`config.mk`:
```
export PLATFORM = sky130hd
export DESIGN_NAME = stmc_ctrl
export DESIGN_NICKNAME = d
export VERILOG_FILES = /design/src/logic/stmc_pkg.sv /design/src/logic/stmc_ctrl.sv /design/src/logic/stmc_uv_timer.sv
export SDC_FILE = /design/constraint.sdc
export NUM_CORES = 1
export LEC_CHECK = 0
export BUFFER_PORTS_ARGS = -buffer_cell sky130_fd_sc_hd__buf_2
export CAP_MARGIN = 30
export CORE_MARGIN = 2
export CORE_UTILIZATION = 51
export DETAILED_ROUTE_END_ITERATION = 7
export MAX_ROUTING_LAYER = met4
export PLACE_DENSITY = 0.93
export SLEW_MARGIN = 20
export SYNTH_ARGS = -nofsm -noshare
export SYNTH_HDL_FRONTEND = slang
export SYNTH_SLANG_ARGS = --single-unit
```
`constraint.sdc`:
```
create_clock -name clk_sys -period 3.02 [get_ports clk_sys]
set_clock_uncertainty 0.2 [all_clocks]
set_input_delay 0.604 -clock clk_sys [delete_from_list [all_inputs] [get_ports clk_sys]]
set_output_delay 0.604 -clock clk_sys [all_outputs]
set_load 0.005 [all_outputs]
```
`src/logic/stmc_pkg.sv`:
```
// Package: shared types and constants for the test mode control block
package stmc_pkg;
	// Value of the init bit and mode flags after power-on
	localparam logic DEV_INIT_POR = 1'b0;
	localparam logic FLAG_POR = 1'b0;
	// Figures in ns, and cycles derived from the 10 ns clock
	localparam int CLK_PERIOD_NS = 10;
	localparam int V1_CLAMP_TIME_NS = 1000;
	localparam int V1_CLAMP_CYC = (V1_CLAMP_TIME_NS + CLK_PERIOD_NS - 1) / CLK_PERIOD_NS;
	localparam int CNT_W = 16;

	// Operating modes of the surrounding controller
	typedef enum logic [2:0] {
		STMC_STARTUP,
		STMC_RESTART,
		STMC_NORMAL,
		STMC_STANDBY,
		STMC_SLEEP,
		STMC_FAILSAFE
	} stmc_mode_t;

	// Reset request causes raised by the controller
	typedef struct packed {
		logic wd_overflow;
		logic wd_window_miss;
		logic int_timeout;
		logic startup_expired;
		logic other;
	} stmc_rst_cause_t;

	// Transition requests raised by the controller
	typedef struct packed {
		logic to_failsafe;
		logic to_restart;
		logic v1_undervolt;
	} stmc_trans_t;

	// Forced outputs while in forced normal mode
	typedef struct packed {
		logic aux_on;
		logic transceiver_on;
		logic can_active;
		logic inhibit_limp_out;
		logic system_inhibit_out;
		logic enable_out;
	} stmc_force_t;
endpackage : stmc_pkg

```
`src/logic/stmc_ctrl.sv`:
```
// Test mode control: development mode and forced normal mode gating
// Notes on behaviour
// RULE_01: Dev mode suppresses watchdog, timeout, start-up resets
// RULE_02: Trigger failure still records reset cause
// RULE_03: Standby and Sleep watchdog unaffected
// RULE_04: Dev mode blocks fail-safe except long undervoltage
// RULE_05: Start-up to restart still allowed
// RULE_06: Init bit accepted only in first start-up
// RULE_07: Test pin before battery enters dev mode
// RULE_08: Mode access with keep bit clear exits
// RULE_09: Keep bit written zero exits anytime
// RULE_10: No re-entry until new power-on
// RULE_11: Forced normal blocks all serial access; code gates only spi_grant, not mode or special register writes
// RULE_12: Forced normal disables watchdog and monitors
// RULE_13: Forced normal blocks fail-safe except undervoltage
// RULE_14: Long reset time, hold reset on undervoltage
// RULE_15: Transceiver and aux supplies kept on
// RULE_16: CAN held active, no off-line
// RULE_17: Inhibit outputs driven high
// RULE_18: Enable output follows reset output
// RULE_19: Test pin at battery connect forces normal
// RULE_20: Init bit clears on power-on only
// RULE_21: Power-on clears both mode flags
`timescale 1ns/1ps
module stmc_ctrl #(
	parameter int CLAMP_CYCLES = stmc_pkg::V1_CLAMP_CYC
) (
	// Clock and power-on reset
	input wire logic clk_sys,
	input wire logic reset,
	// Test pin level sampled at battery connection
	input wire logic test_pin_dev,
	input wire logic test_pin_forced,
	input wire logic first_startup,
	// Register accesses from the serial interface
	input wire logic mode_reg_wr,
	input wire logic dev_mode_keep_bit,
	input wire logic special_reg_wr,
	input wire logic dev_mode_init_bit,
	input wire logic spi_req,
	// Controller state and requests
	input wire stmc_pkg::stmc_mode_t mode,
	input wire stmc_pkg::stmc_rst_cause_t rst_cause,
	input wire stmc_pkg::stmc_trans_t trans_req,
	input wire logic mcu_supply_uv,
	input wire logic reset_out_n,
	input wire logic enable_norm,
	// Gated results
	output logic spi_grant,
	output logic sys_reset_req,
	output logic rst_cause_log,
	output logic failsafe_go,
	output logic restart_go,
	output logic wd_enable,
	output logic monitors_enable,
	output logic long_reset_sel,
	output logic hold_reset,
	output stmc_pkg::stmc_force_t force_out,
	// Status
	output logic dev_mode,
	output logic forced_mode,
	output logic dev_init_bit_q
);
	logic dev_reg, dev_next;
	logic forced_reg, forced_next;
	logic used_reg, used_next;
	logic init_reg, init_next;
	logic sampled_reg;
	logic uv_long;

	// Clamp time filter on the mcu supply undervoltage
	stmc_uv_timer #(.CYCLES(CLAMP_CYCLES)) u_uv (
		.clk_sys(clk_sys),
		.reset(reset),
		.uv_in(mcu_supply_uv),
		.expired(uv_long)
	);

	// Entry and exit decode
	wire logic pin_sample = first_startup && !sampled_reg;
	wire logic init_write = special_reg_wr && dev_mode_init_bit && first_startup
		&& (mode == stmc_pkg::STMC_STARTUP) && !used_reg; // RULE_06 RULE_10
	wire logic pin_enter = pin_sample && test_pin_dev && !used_reg; // RULE_07
	wire logic dev_exit = mode_reg_wr && !dev_mode_keep_bit; // RULE_08 RULE_09
	assign dev_next = dev_exit ? 1'b0 : (dev_reg || init_write || pin_enter);
	assign used_next = used_reg || (dev_reg && dev_exit); // RULE_10
	assign forced_next = forced_reg || (pin_sample && test_pin_forced); // RULE_19
	assign init_next = init_write ? 1'b1 : init_reg; // RULE_20

	// Mode flag registers, cleared by power-on; dev flag also cleared by a mode access with the keep bit clear
	always_ff @(posedge clk_sys) begin
		if (reset) begin
			dev_reg <= stmc_pkg::FLAG_POR; // RULE_21
			forced_reg <= stmc_pkg::FLAG_POR; // RULE_21
			used_reg <= 1'b0;
			init_reg <= stmc_pkg::DEV_INIT_POR; // RULE_20
			sampled_reg <= 1'b0;
		end else begin
			dev_reg <= dev_next;
			forced_reg <= forced_next;
			used_reg <= used_next;
			init_reg <= init_next;
			sampled_reg <= sampled_reg || first_startup;
		end
	end

	// Reset gating
	wire logic sleepish = (mode == stmc_pkg::STMC_STANDBY) || (mode == stmc_pkg::STMC_SLEEP);
	wire logic wd_cause = rst_cause.wd_overflow || rst_cause.wd_window_miss;
	wire logic soft_cause = wd_cause || rst_cause.int_timeout || rst_cause.startup_expired;
	wire logic suppress = (dev_reg && !sleepish) || forced_reg; // RULE_01 RULE_03 RULE_12
	assign sys_reset_req = rst_cause.other || (soft_cause && !suppress); // RULE_01
	assign rst_cause_log = soft_cause && !forced_reg; // RULE_02

	// Transition gating
	wire logic gated = dev_reg || forced_reg;
	assign failsafe_go = gated ? uv_long : trans_req.to_failsafe; // RULE_04 RULE_13 RULE_14
	assign restart_go = trans_req.to_restart && !forced_reg; // RULE_05

	// Forced normal effects
	assign spi_grant = spi_req && !forced_reg; // RULE_11
	assign wd_enable = !forced_reg; // RULE_12
	assign monitors_enable = !forced_reg; // RULE_12
	assign long_reset_sel = forced_reg; // RULE_14
	assign hold_reset = forced_reg && mcu_supply_uv; // RULE_14
	assign force_out.aux_on = forced_reg; // RULE_15
	assign force_out.transceiver_on = forced_reg; // RULE_15
	assign force_out.can_active = forced_reg; // RULE_16
	assign force_out.inhibit_limp_out = forced_reg; // RULE_17
	assign force_out.system_inhibit_out = forced_reg; // RULE_17
	assign force_out.enable_out = forced_reg ? reset_out_n : enable_norm; // RULE_18

	assign dev_mode = dev_reg;
	assign forced_mode = forced_reg;
	assign dev_init_bit_q = init_reg;

	// Assertions

	// Mode access with the keep bit clear ends dev mode
	a_dev_exit_clear: assert property (@(posedge clk_sys) disable iff (reset) // RULE_08
		mode_reg_wr && !dev_mode_keep_bit |=> !dev_mode)
		else $error("dev mode kept");

	// Mode access with the keep bit set keeps dev mode
	a_keep_stays: assert property (@(posedge clk_sys) disable iff (reset) // RULE_08
		dev_mode && mode_reg_wr && dev_mode_keep_bit |=> dev_mode)
		else $error("dev mode dropped");

	// Exit from dev mode is remembered
	a_used_set: assert property (@(posedge clk_sys) disable iff (reset) // RULE_10
		dev_mode && mode_reg_wr && !dev_mode_keep_bit |=> used_reg)
		else $error("exit not remembered");

	// The exit record lasts until power-on
	a_used_sticky: assert property (@(posedge clk_sys) disable iff (reset) // RULE_10
		used_reg |=> used_reg)
		else $error("exit record lost");

	// No rise of dev mode once it was left
	a_no_reentry: assert property (@(posedge clk_sys) disable iff (reset) // RULE_10
		used_reg |-> ##1 !$rose(dev_mode))
		else $error("dev mode reentered");

	// Idle dev mode stays off after exit
	a_no_reentry_idle: assert property (@(posedge clk_sys) disable iff (reset) // RULE_10
		used_reg && !dev_mode |=> !dev_mode)
		else $error("dev mode back after exit");

	// Dev mode only rises through an accepted entry
	a_dev_entry_src: assert property (@(posedge clk_sys) disable iff (reset) // RULE_06
		$rose(dev_mode) |-> $past(init_write || pin_enter))
		else $error("dev mode without entry");

	// Init bit outside start-up is refused
	a_init_refused: assert property (@(posedge clk_sys) disable iff (reset) // RULE_06
		special_reg_wr && (mode != stmc_pkg::STMC_STARTUP) && !dev_mode && !pin_enter
		|=> !dev_mode)
		else $error("init bit taken outside start-up");

	// Test pin level at first start-up enters dev mode
	a_pin_entry: assert property (@(posedge clk_sys) disable iff (reset) // RULE_07
		pin_enter && !dev_exit |=> dev_mode)
		else $error("pin entry missed");

	// No serial access granted in forced mode
	a_spi_blocked: assert property (@(posedge clk_sys) disable iff (reset) // RULE_11
		forced_mode |-> !spi_grant)
		else $error("spi in forced mode");

	// Watchdog overflow gives no reset in dev mode
	a_wd_reset_supp: assert property (@(posedge clk_sys) disable iff (reset) // RULE_01
		dev_mode && !forced_mode && !sleepish && rst_cause.wd_overflow && !rst_cause.other
		|-> !sys_reset_req && rst_cause_log)
		else $error("wd reset leaked");

	// Interrupt time-out gives no reset in dev mode
	a_int_timeout_supp: assert property (@(posedge clk_sys) disable iff (reset) // RULE_01
		dev_mode && !sleepish && rst_cause.int_timeout && !rst_cause.other |-> !sys_reset_req)
		else $error("time-out reset leaked");

	// Start-up expiry gives no reset in dev mode
	a_startup_supp: assert property (@(posedge clk_sys) disable iff (reset) // RULE_01
		dev_mode && !sleepish && rst_cause.startup_expired && !rst_cause.other
		|-> !sys_reset_req)
		else $error("start-up reset leaked");

	// Window miss still logs its cause
	a_cause_logged: assert property (@(posedge clk_sys) disable iff (reset) // RULE_02
		dev_mode && !forced_mode && rst_cause.wd_window_miss |-> rst_cause_log)
		else $error("reset cause not logged");

	// Standby and Sleep watchdog resets unchanged
	a_sleep_unchanged: assert property (@(posedge clk_sys) disable iff (reset) // RULE_03
		dev_mode && !forced_mode && sleepish && rst_cause.wd_overflow |-> sys_reset_req)
		else $error("sleep wd changed");

	// Fail-safe blocked without undervoltage
	a_failsafe_block: assert property (@(posedge clk_sys) disable iff (reset) // RULE_04
		(dev_mode || forced_mode) && !mcu_supply_uv |-> !failsafe_go)
		else $error("fail-safe not blocked");

	// Long undervoltage still reaches fail-safe in dev mode
	a_dev_uv_fs: assert property (@(posedge clk_sys) disable iff (reset) // RULE_04
		dev_mode && uv_long |-> failsafe_go)
		else $error("dev mode blocked uv fail-safe");

	// Outside test modes the request passes
	a_normal_fs: assert property (@(posedge clk_sys) disable iff (reset) // RULE_04
		!dev_mode && !forced_mode |-> failsafe_go == trans_req.to_failsafe)
		else $error("fail-safe request altered");

	// Start-up to restart stays possible
	a_restart_ok: assert property (@(posedge clk_sys) disable iff (reset) // RULE_05
		dev_mode && !forced_mode && trans_req.to_restart |-> restart_go)
		else $error("restart blocked");

	// Watchdog and monitors off in forced mode
	a_wd_off: assert property (@(posedge clk_sys) disable iff (reset) // RULE_12
		forced_mode |-> !wd_enable && !monitors_enable)
		else $error("monitors active in forced mode");

	// Soft reset causes are ignored in forced mode
	a_forced_no_reset: assert property (@(posedge clk_sys) disable iff (reset) // RULE_12
		forced_mode && !rst_cause.other |-> !sys_reset_req)
		else $error("soft reset in forced mode");

	// Forced mode fail-safe only after the clamp time
	a_forced_fs: assert property (@(posedge clk_sys) disable iff (reset) // RULE_13
		forced_mode && !uv_long |-> !failsafe_go)
		else $error("early fail-safe in forced mode");

	// Persisting undervoltage leads to fail-safe in bounded time
	a_uv_failsafe: assert property (@(posedge clk_sys) disable iff (reset) // RULE_13
		(forced_mode && mcu_supply_uv) [*2] |-> ##[0:1000] (failsafe_go || !mcu_supply_uv))
		else $error("no fail-safe on long undervoltage");

	// Long reset time chosen in forced mode
	a_long_reset: assert property (@(posedge clk_sys) disable iff (reset) // RULE_14
		forced_mode |-> long_reset_sel)
		else $error("short reset in forced mode");

	// Reset held while the supply is low
	a_hold_reset: assert property (@(posedge clk_sys) disable iff (reset) // RULE_14
		forced_mode && mcu_supply_uv |-> hold_reset)
		else $error("reset not held on undervoltage");

	// Undervoltage keeps forced mode
	a_uv_stays: assert property (@(posedge clk_sys) disable iff (reset) // RULE_14
		forced_mode && mcu_supply_uv |=> forced_mode)
		else $error("forced mode left on undervoltage");

	// Both supplies on in forced mode
	a_supplies_on: assert property (@(posedge clk_sys) disable iff (reset) // RULE_15
		forced_mode |-> force_out.aux_on && force_out.transceiver_on)
		else $error("supply off in forced mode");

	// Transceiver held active
	a_can_active: assert property (@(posedge clk_sys) disable iff (reset) // RULE_16
		forced_mode |-> force_out.can_active)
		else $error("transceiver not active");

	// Inhibit outputs high
	a_inhibit_high: assert property (@(posedge clk_sys) disable iff (reset) // RULE_17
		forced_mode |-> force_out.inhibit_limp_out && force_out.system_inhibit_out)
		else $error("inhibit outputs low");

	// Enable output mirrors the reset output
	a_enable_follow: assert property (@(posedge clk_sys) disable iff (reset) // RULE_18
		forced_mode |-> force_out.enable_out == reset_out_n)
		else $error("enable not following reset");

	// Forced mode entered from the pin sample
	a_forced_entry: assert property (@(posedge clk_sys) disable iff (reset) // RULE_19
		pin_sample && test_pin_forced |=> forced_mode)
		else $error("forced mode not entered");

	// Forced mode lasts until power-on
	a_forced_sticky: assert property (@(posedge clk_sys) disable iff (reset) // RULE_19
		forced_mode |=> forced_mode)
		else $error("forced mode lost");

	// Accepted init write sets the init bit
	a_init_bit_set: assert property (@(posedge clk_sys) disable iff (reset) // RULE_20
		init_write |=> dev_init_bit_q)
		else $error("init bit not set");

	// Init bit holds until power-on
	a_init_bit_kept: assert property (@(posedge clk_sys) disable iff (reset) // RULE_20
		dev_init_bit_q |=> dev_init_bit_q)
		else $error("init bit lost");

	// Power-on clears all flags
	a_reset_clears: assert property (@(posedge clk_sys) // RULE_21
		reset |=> !dev_mode && !forced_mode && !dev_init_bit_q)
		else $error("flags survive power-on");

	// Main scenarios
	c_dev_entry: cover property (@(posedge clk_sys) disable iff (reset) $rose(dev_mode));
	c_dev_exit: cover property (@(posedge clk_sys) disable iff (reset) $fell(dev_mode));
	c_forced: cover property (@(posedge clk_sys) disable iff (reset) $rose(forced_mode));
	c_uv_fs: cover property (@(posedge clk_sys) disable iff (reset) gated && failsafe_go);
	c_pin_dev: cover property (@(posedge clk_sys) disable iff (reset) pin_enter);
endmodule : stmc_ctrl

```
`src/logic/stmc_uv_timer.sv`:
```
// Undervoltage persistence timer for the mcu supply clamp time
`timescale 1ns/1ps
module stmc_uv_timer #(
	parameter int CYCLES = stmc_pkg::V1_CLAMP_CYC
) (
	// Clock and reset
	input wire logic clk_sys,
	input wire logic reset,
	// Condition and result
	input wire logic uv_in,
	output logic expired
);
	logic [stmc_pkg::CNT_W-1:0] cnt_reg;
	logic [stmc_pkg::CNT_W-1:0] cnt_next;
	localparam logic [stmc_pkg::CNT_W-1:0] END_CNT = CYCLES[stmc_pkg::CNT_W-1:0];
	wire logic at_end = (cnt_reg == END_CNT);

	// Count while low supply persists, hold at the end
	assign cnt_next = !uv_in ? '0 : (at_end ? cnt_reg : cnt_reg + 1'b1);

	// Counter register
	always_ff @(posedge clk_sys) begin
		if (reset)
			cnt_reg <= '0;
		else
			cnt_reg <= cnt_next;
	end

	assign expired = at_end && uv_in;
endmodule : stmc_uv_timer

```
# Word-level counts from Yosys, hierarchy flattened
# Index checks and enable logic that the tools add are counted.
[word_totals] ff_bits=21 latch_bits=0 ramBits=0 rom_bits=0 inputBits=24 wordCells=51 n_memories=0
[classes] add_sub_neg=1 n_mul=0 div_mod_pow=0 magnitude_cmp=0 n_eq_ne=3 shifts=0 mux=2 bitwise_logic=1 n_reduce_logical=38
[ops] op="$logic_and 1x1->1" n=17
[ops] op="$add 16x1->16 const B" n=1
[ops] op="$eq 16x7->1 const B" n=1
[ops] op="$logic_or 1x1->1" n=12
[ops] op="$logic_not 1->1" n=6
[ops] op="$reduce_or 2->1" n=2
[ops] op="$eq 3x2->1 const B" n=1
[ops] op="$eq 3x3->1 const B" n=1
[ops] op="$logic_not 3->1" n=1
[ops] op="$mux 1" n=2
[ops] op="$not 1->1" n=1

# Logic depth before layout (Yosys ltp)
# Gate-level depths: netlist (run 1).
[depth] word_depth=8 depth_mapped=6

# Modules after synthesis
# Synthesis (run 1) repeated with hierarchy kept, for this count alone.
[unflattened] hier_cells=131 hier_area_um2=1153.6
[modules_own_cells] module="stmc_uv_timer" n_inst=1 cells_each=91 area_each_um2=825.8
[modules_own_cells] module="stmc_ctrl" n_inst=1 cells_each=40 area_each_um2=327.8

# Worst setup path before layout (run 1)
# OpenSTA, ideal clock, no wires.
[synth_path] path_kind="reg-to-output" start="register u_uv.cnt_reg[4] in the netlist's numbering" end="output port failsafe_go" t_arrival_ns=1.189 required_time_ns=2.216 path_slack_ns=1.027 stages_incl_launch_ff=5 n_path_buf=1 path_cell_list="dfxtp_1 buf_2 nor4b_1 nand4_1 o21ai_0"
[synth_between] elab_chain_cells=3
[synth_lines] item="start, declared" line="stmc_uv_timer.sv:13" rtl="logic [stmc_pkg::CNT_W-1:0] cnt_reg;"
[synth_lines] item="start signal, assigned" line="stmc_uv_timer.sv:26" rtl="cnt_reg <= cnt_next;"
[synth_lines] item="$eq 16x7->1" line="stmc_uv_timer.sv:16" rtl="wire logic at_end = (cnt_reg == END_CNT);"
[synth_lines] item="$logic_and 1x1->1" line="stmc_uv_timer.sv:29" rtl="assign expired = at_end && uv_in;"
[synth_lines] item="$mux 1" line="stmc_ctrl.sv:117" rtl="assign failsafe_go = gated ? uv_long : trans_req.to_failsafe;"
[synth_lines] item="end, declared" line="stmc_ctrl.sv:52" rtl="output logic failsafe_go,"
# Every way passes these cells.

# Worst setup path in the final report (run 1)
[layout_path] start="register u_uv.cnt_reg[11] in the netlist's numbering" end="output port failsafe_go"
# The elaborated chain is that of the path after synthesis.

==> results of run 1 <==
[final timing paths]
kind                            cells past startpoint               end  slack (ns)
worst max register to register                      5  u_uv.cnt_reg[14]        1.17
worst min-delay path                                2    dev_init_bit_q        0.26
worst min register to register                      2    dev_init_bit_q        0.26
worst max-delay path                                4       failsafe_go        0.39
[stage by stage]
stage	cell area (µm²)	utilization, %	power [µW]
2_1_floorplan	1100	-	325
3_3_place_gp	1260	62.9	349
3_5_place_dp	1260	62.9	352
4_1_cts	1290	64.3	484
5_1_grt	1290	64.3	503
6_report	1290	64.3	482
[worst max-delay path: stages (launching register included)]
cell,delay (ns)
dfxtp_1,0.37
nor4_1,0.36
nand4_1,0.37
o21ai_0,0.26
buf_2,0.15
[synthesized netlist by cell type (2+ instances only)]
| cell type | instances |
|---|---|
| dfxtp_1 | 21 |
| nor2_1 | 21 |
| a21oi_1 | 8 |
| buf_4 | 8 |
| nand2_1 | 8 |
| nand4_1 | 8 |
| xnor2_1 | 6 |
| inv_1 | 5 |
| nand3_1 | 4 |
| nor2b_1 | 4 |
| o21ai_0 | 4 |
| xor2_1 | 4 |
| and3_1 | 3 |
| nor4_1 | 3 |
| a31o_2 | 2 |
| clkbuf_1 | 2 |
| ha_1 | 2 |
| nor3_1 | 2 |
| nor3b_1 | 2 |
| nor4bb_1 | 2 |
| or3_1 | 2 |
[layout make-up]
type / instances / share of cell area (%)
Clock inverter: 1 / 0.389
Tap cell: 27 / 2.63
Timing Repair Buffer: 40 / 15.6
Clock buffer: 3 / 1.75
Sequential cell: 21 / 32.7
Inverter: 5 / 1.46
Multi-Input combinational cell: 97 / 45.5
[logic make-up after synthesis]
kind of cell               after synthesis  share of synthesized area, %
AOI/OAI and AO/OA                       18                          9.81
buffers and inverters                   16                          8.32
adders and majority gates                2                          2.28
DFF                                     21                          38.3
muxes                                    2                          1.94
and+or+nand+nor                         65                          31.4
xor gates and xnor gates                10                          7.98
[report_power, final]
| part | internal [µW] | total [µW] | switching [µW] | leakage (µW) |
|---|---|---|---|---|
| Clock | 49.6 | 136 | 86.4 | 0.0000177 |
| Sequential | 281 | 288 | 6.77 | 0.000170 |
| Combinational | 31.5 | 58.3 | 26.8 | 0.000341 |
[metal layers]
layer  part of all wire (%)  GRT usage [%]  wire length, µm
met1                     41           24.0             1020
met2                     50           38.4             1230
met3                    6.1           2.68              149
met4                    2.4           9.01               59
met5                      0              -                0
==> results.json, run 1 <==
{
  "status": "finished clean",
  "yosysWarningCount": 0,
  "holdCritStartpoint": "dev_init_bit_q",
  "grt_remaining_overflow": 0,
  "grt_pass1_wl_um": 4120,
  "antenna_found_initial": 0,
  "fin_crit_sh_pct": 87.0,
  "cts.path.max_buffers": 2,
  "post-place-cells": 190,
  "start_util_pct": 54.8,
  "fin_crit_ns": 2.63,
  "worst_slew_pin_slew_ns": 0.599,
  "fp.dieArea_mm2": 0.00254,
  "die_h_um": 50.4,
  "syn_area_per_cell_um2": 8.19,
  "routed_wl_um": 2460,
  "cp_data_arrival_time_ns": 1.82,
  "post_cts_buffers": 0,
  "core_area_mm2": 0.00200,
  "start_kind": "flop",
  "yosysSeqAreaShare_pct": 38.3,
  "vias": 1075,
  "syn2layout_area_growth_pct": 17.2,
  "drive_gt1_share_pct": 28.1,
  "multiInputGateArea_um2": 586,
  "die_w_um": 50.4,
  "largest_reg_flops": 16,
  "final_cell_mix": "40 x buf_2, 21 x nor2_1, 21 x dfxtp_1",
  "final_nets": 194,
  "layout_commonest_cell": "buf_2",
  "finalMaxSlewViolations": 0,
  "htree_num_levels": 1,
  "fmax_mhz": 380,
  "hold_path.class": "reg -> reg",
  "clock-sinks": 21,
  "cts-root-buf": "clkbuf_4",
  "cts_resized": 0,
  "netlist_area_mm2": 0.00110,
  "vdd_drop_max_v": 0.000342,
  "synth_top_area_share_pct": 38.3,
  "synth-seq-cells": 21,
  "portBuffers": 40,
  "netlist_instances": 134,
  "wire_per_inst_um": 12.7,
  "endpoint_kind": "output port",
  "synth_top_cell_by_area": "dfxtp_1",
  "drv_cap": 0,
  "grt_usage_pct": 21.4,
  "holdBufCountCts": 0,
  "leakage_uw": 0.000529,
  "p_per_area_mw_per_mm2": 375,
  "gp_congestion": 0.862,
  "critPathLaunch": "u_uv.cnt_reg[11]",
  "drtPass1Iterations": 5,
  "post-dp-hpwl_um": 1900,
  "clock_latency_ns": 0.31,
  "vias_per_cell": 5.54,
  "first_iter_violations": 18,
  "fill_cells": 178,
  "synth_nets": 160,
  "synthDistinctLibCells": 34,
  "cp_max_fo": 7,
  "whs_ns": 0.255,
  "register_area_um2": 420,
  "synth.top_cells.by_area": "dfxtp_1 38%, nor2_1 7.2%, buf_4 5.5%",
  "antenna_cells": 0,
  "synth_flop_cell": "dfxtp_1",
  "timing.slew.headroom_pct": 60.1,
  "grt_pass1_vias": 975,
  "finalWorstSetupSlack_ns": 0.392,
  "cp.required_ns": 2.22,
  "drc": 0,
  "io_pins": 42,
  "setup_tns_ns": 0,
  "rows": 16,
  "post-place-ws_ns": 0.781,
  "worstSetupPathType": "reg -> out",
  "async_reset_ff_share_pct": 0,
  "hold_viol": 0,
  "drtAntennaViolNets": 0,
  "rsz0062_at_grt": "false",
  "r2r_start": "u_uv.cnt_reg[0]",
  "synth_edf_count": 0,
  "cts_tree": "yes",
  "cts_made_buffers": 3,
  "grt_max_degree": 17,
  "setup-violations-final": 0,
  "fin_cells": 194,
  "clk_pin_slew_ns": 0.11
}
No activity file was read; power rests on OpenSTA's default activity.
==> run 2, diff against run 1 <==
--- a/config.mk
+++ b/config.mk
@@ -7,11 +7,12 @@
 export LEC_CHECK = 0
 export BUFFER_PORTS_ARGS = -buffer_cell sky130_fd_sc_hd__buf_2
 export CAP_MARGIN = 30
-export CORE_MARGIN = 2
-export CORE_UTILIZATION = 51
+export CELL_PAD_IN_SITES_DETAIL_PLACEMENT = 1
+export CELL_PAD_IN_SITES_GLOBAL_PLACEMENT = 2
+export CORE_UTILIZATION = 28
 export DETAILED_ROUTE_END_ITERATION = 7
 export MAX_ROUTING_LAYER = met4
-export PLACE_DENSITY = 0.93
+export PLACE_DENSITY = 0.92
 export SLEW_MARGIN = 20
 export SYNTH_ARGS = -nofsm -noshare
 export SYNTH_HDL_FRONTEND = slang
==> results.json, run 2 (synthesis gave the netlist of run 1 again) <==
{
  "final_nets": 194,
  "setup-violations-final": 0,
  "core_area_mm2": 0.00372,
  "clock-sinks": 21,
  "fp.dieArea_mm2": 0.00417,
  "vias_per_cell": 4.91,
  "grt_remaining_overflow": 0,
  "antenna_cells": 0,
  "worst_slew_pin_slew_ns": 0.608,
  "wire_per_inst_um": 13.4,
  "grt_max_degree": 17,
  "die_h_um": 64.6,
  "finalMaxSlewViolations": 0,
  "grt_usage_pct": 15.0,
  "post-place-cells": 211,
  "endpoint_kind": "output port",
  "cts.path.max_buffers": 2,
  "share_seq_of_total_power_pct": 53.9,
  "htree_num_levels": 1,
  "cts_made_buffers": 3,
  "leakage_uw": 0.000537,
  "cp_data_arrival_time_ns": 1.81,
  "gp_congestion": 0.795,
  "clk_pin_slew_ns": 0.08,
  "drtAntennaViolNets": 0,
  "final_cell_mix": "40 x buf_2, 21 x nor2_1, 21 x dfxtp_1",
  "io_pins": 42,
  "hold_path.class": "reg -> reg",
  "first_iter_violations": 16,
  "start_kind": "flop",
  "rows": 22,
  "setup_tns_ns": 0,
  "clock_latency_ns": 0.26,
  "drc": 0,
  "hold_viol": 0,
  "cp_max_fo": 7,
  "holdBufCountCts": 0,
  "design_area_mm2": 0.00133,
  "vdd_drop_max_v": 0.000116,
  "start_util_pct": 29.5,
  "sw_frac_of_total_pct": 24.2,
  "cts_resized": 0,
  "portBuffers": 40,
  "drtPass1Iterations": 4,
  "grt_pass1_vias": 1077,
  "drv_cap": 0,
  "drive_gt1_share_pct": 28.1,
  "p_per_area_mw_per_mm2": 401,
  "pwr-share-clk_pct": 35.1,
  "timing.slew.headroom_pct": 59.5,
  "pwr-share-comb_pct": 11.0,
  "rsz0062_at_grt": "false",
  "grt_pass1_wl_um": 4790,
  "status": "finished clean",
  "dpl_cell_area_mm2": 0.00128,
  "p_int_uw": 405,
  "die_w_um": 64.6,
  "cts-root-buf": "clkbuf_8",
  "cts_tree": "yes",
  "worstSetupPathType": "reg -> out",
  "layout_commonest_cell": "buf_2",
  "post_cts_buffers": 0,
  "finalWorstSetupSlack_ns": 0.404,
  "vias": 1056,
  "fmax_mhz": 382,
  "routed_wl_um": 2880,
  "fin_cells": 215,
  "netSwitchingPower_uw": 129,
  "syn2layout_area_growth_pct": 21.3,
  "fin_crit_ns": 2.62,
  "fin_util_pct": 35.8,
  "antenna_found_initial": 0,
  "cp.required_ns": 2.22,
  "largest_reg_flops": 16,
  "post-place-ws_ns": 0.699,
  "fin_crit_sh_pct": 86.6,
  "post-dp-hpwl_um": 2240
}
[run 2: power by group through the flow]
stage | registers [µW] | logic, µW | clock network, µW
floorplan | 293 | 32.4 | 0
global placement | 294 | 57.0 | 0
detailed placement | 294 | 60.3 | 0
CTS | 288 | 60.5 | 192
global route | 289 | 65.7 | 204
finish | 288 | 58.9 | 187
[run 2: layout make-up]
class                      count  area (µm²)
clock buffer                   3        41.3
clock inverter                 1        5.00
fill                         489        2380
inverter                       5        18.8
multi-input combinational     97         586
sequential                    21         420
tap                           48        60.1
timing repair buffer          40         200
[run 2: layer usage]
layer	share of wire [%]	global-route usage [%]	wire length, µm	vias to the layer above
met5	0	-	0	-
met4	1.2	5.00	35	0
li1	-	-	-	529
met3	0.90	2.11	26	5
met2	56	28.6	1600	7
met1	42	15.7	1220	515
[run 2: final timing paths]
kind,startpoint,to,slack [ns],cells after the start
worst max register to register,u_uv.cnt_reg[1],u_uv.cnt_reg[14],1.13,5
worst max-delay path,u_uv.cnt_reg[2],failsafe_go,0.40,4
worst min-delay path,dev_init_bit_q,dev_init_bit_q,0.25,2
worst min register to register,dev_init_bit_q,dev_init_bit_q,0.25,2
[run 2: stage by stage]
step | hold WS, ns | total power [µW]
CTS | 0.258 | 540
detailed placement | 0.248 | 355
global route | 0.292 | 559
global placement | 0.236 | 351
finish | 0.250 | 534
floorplan | 0.236 | 325
[run 2: worst max-delay path: stages (launching register included)]
cell	delay, ns
dfxtp_1	0.44
nor4b_1	0.30
nand4_1	0.40
o21ai_0	0.26
buf_2	0.14
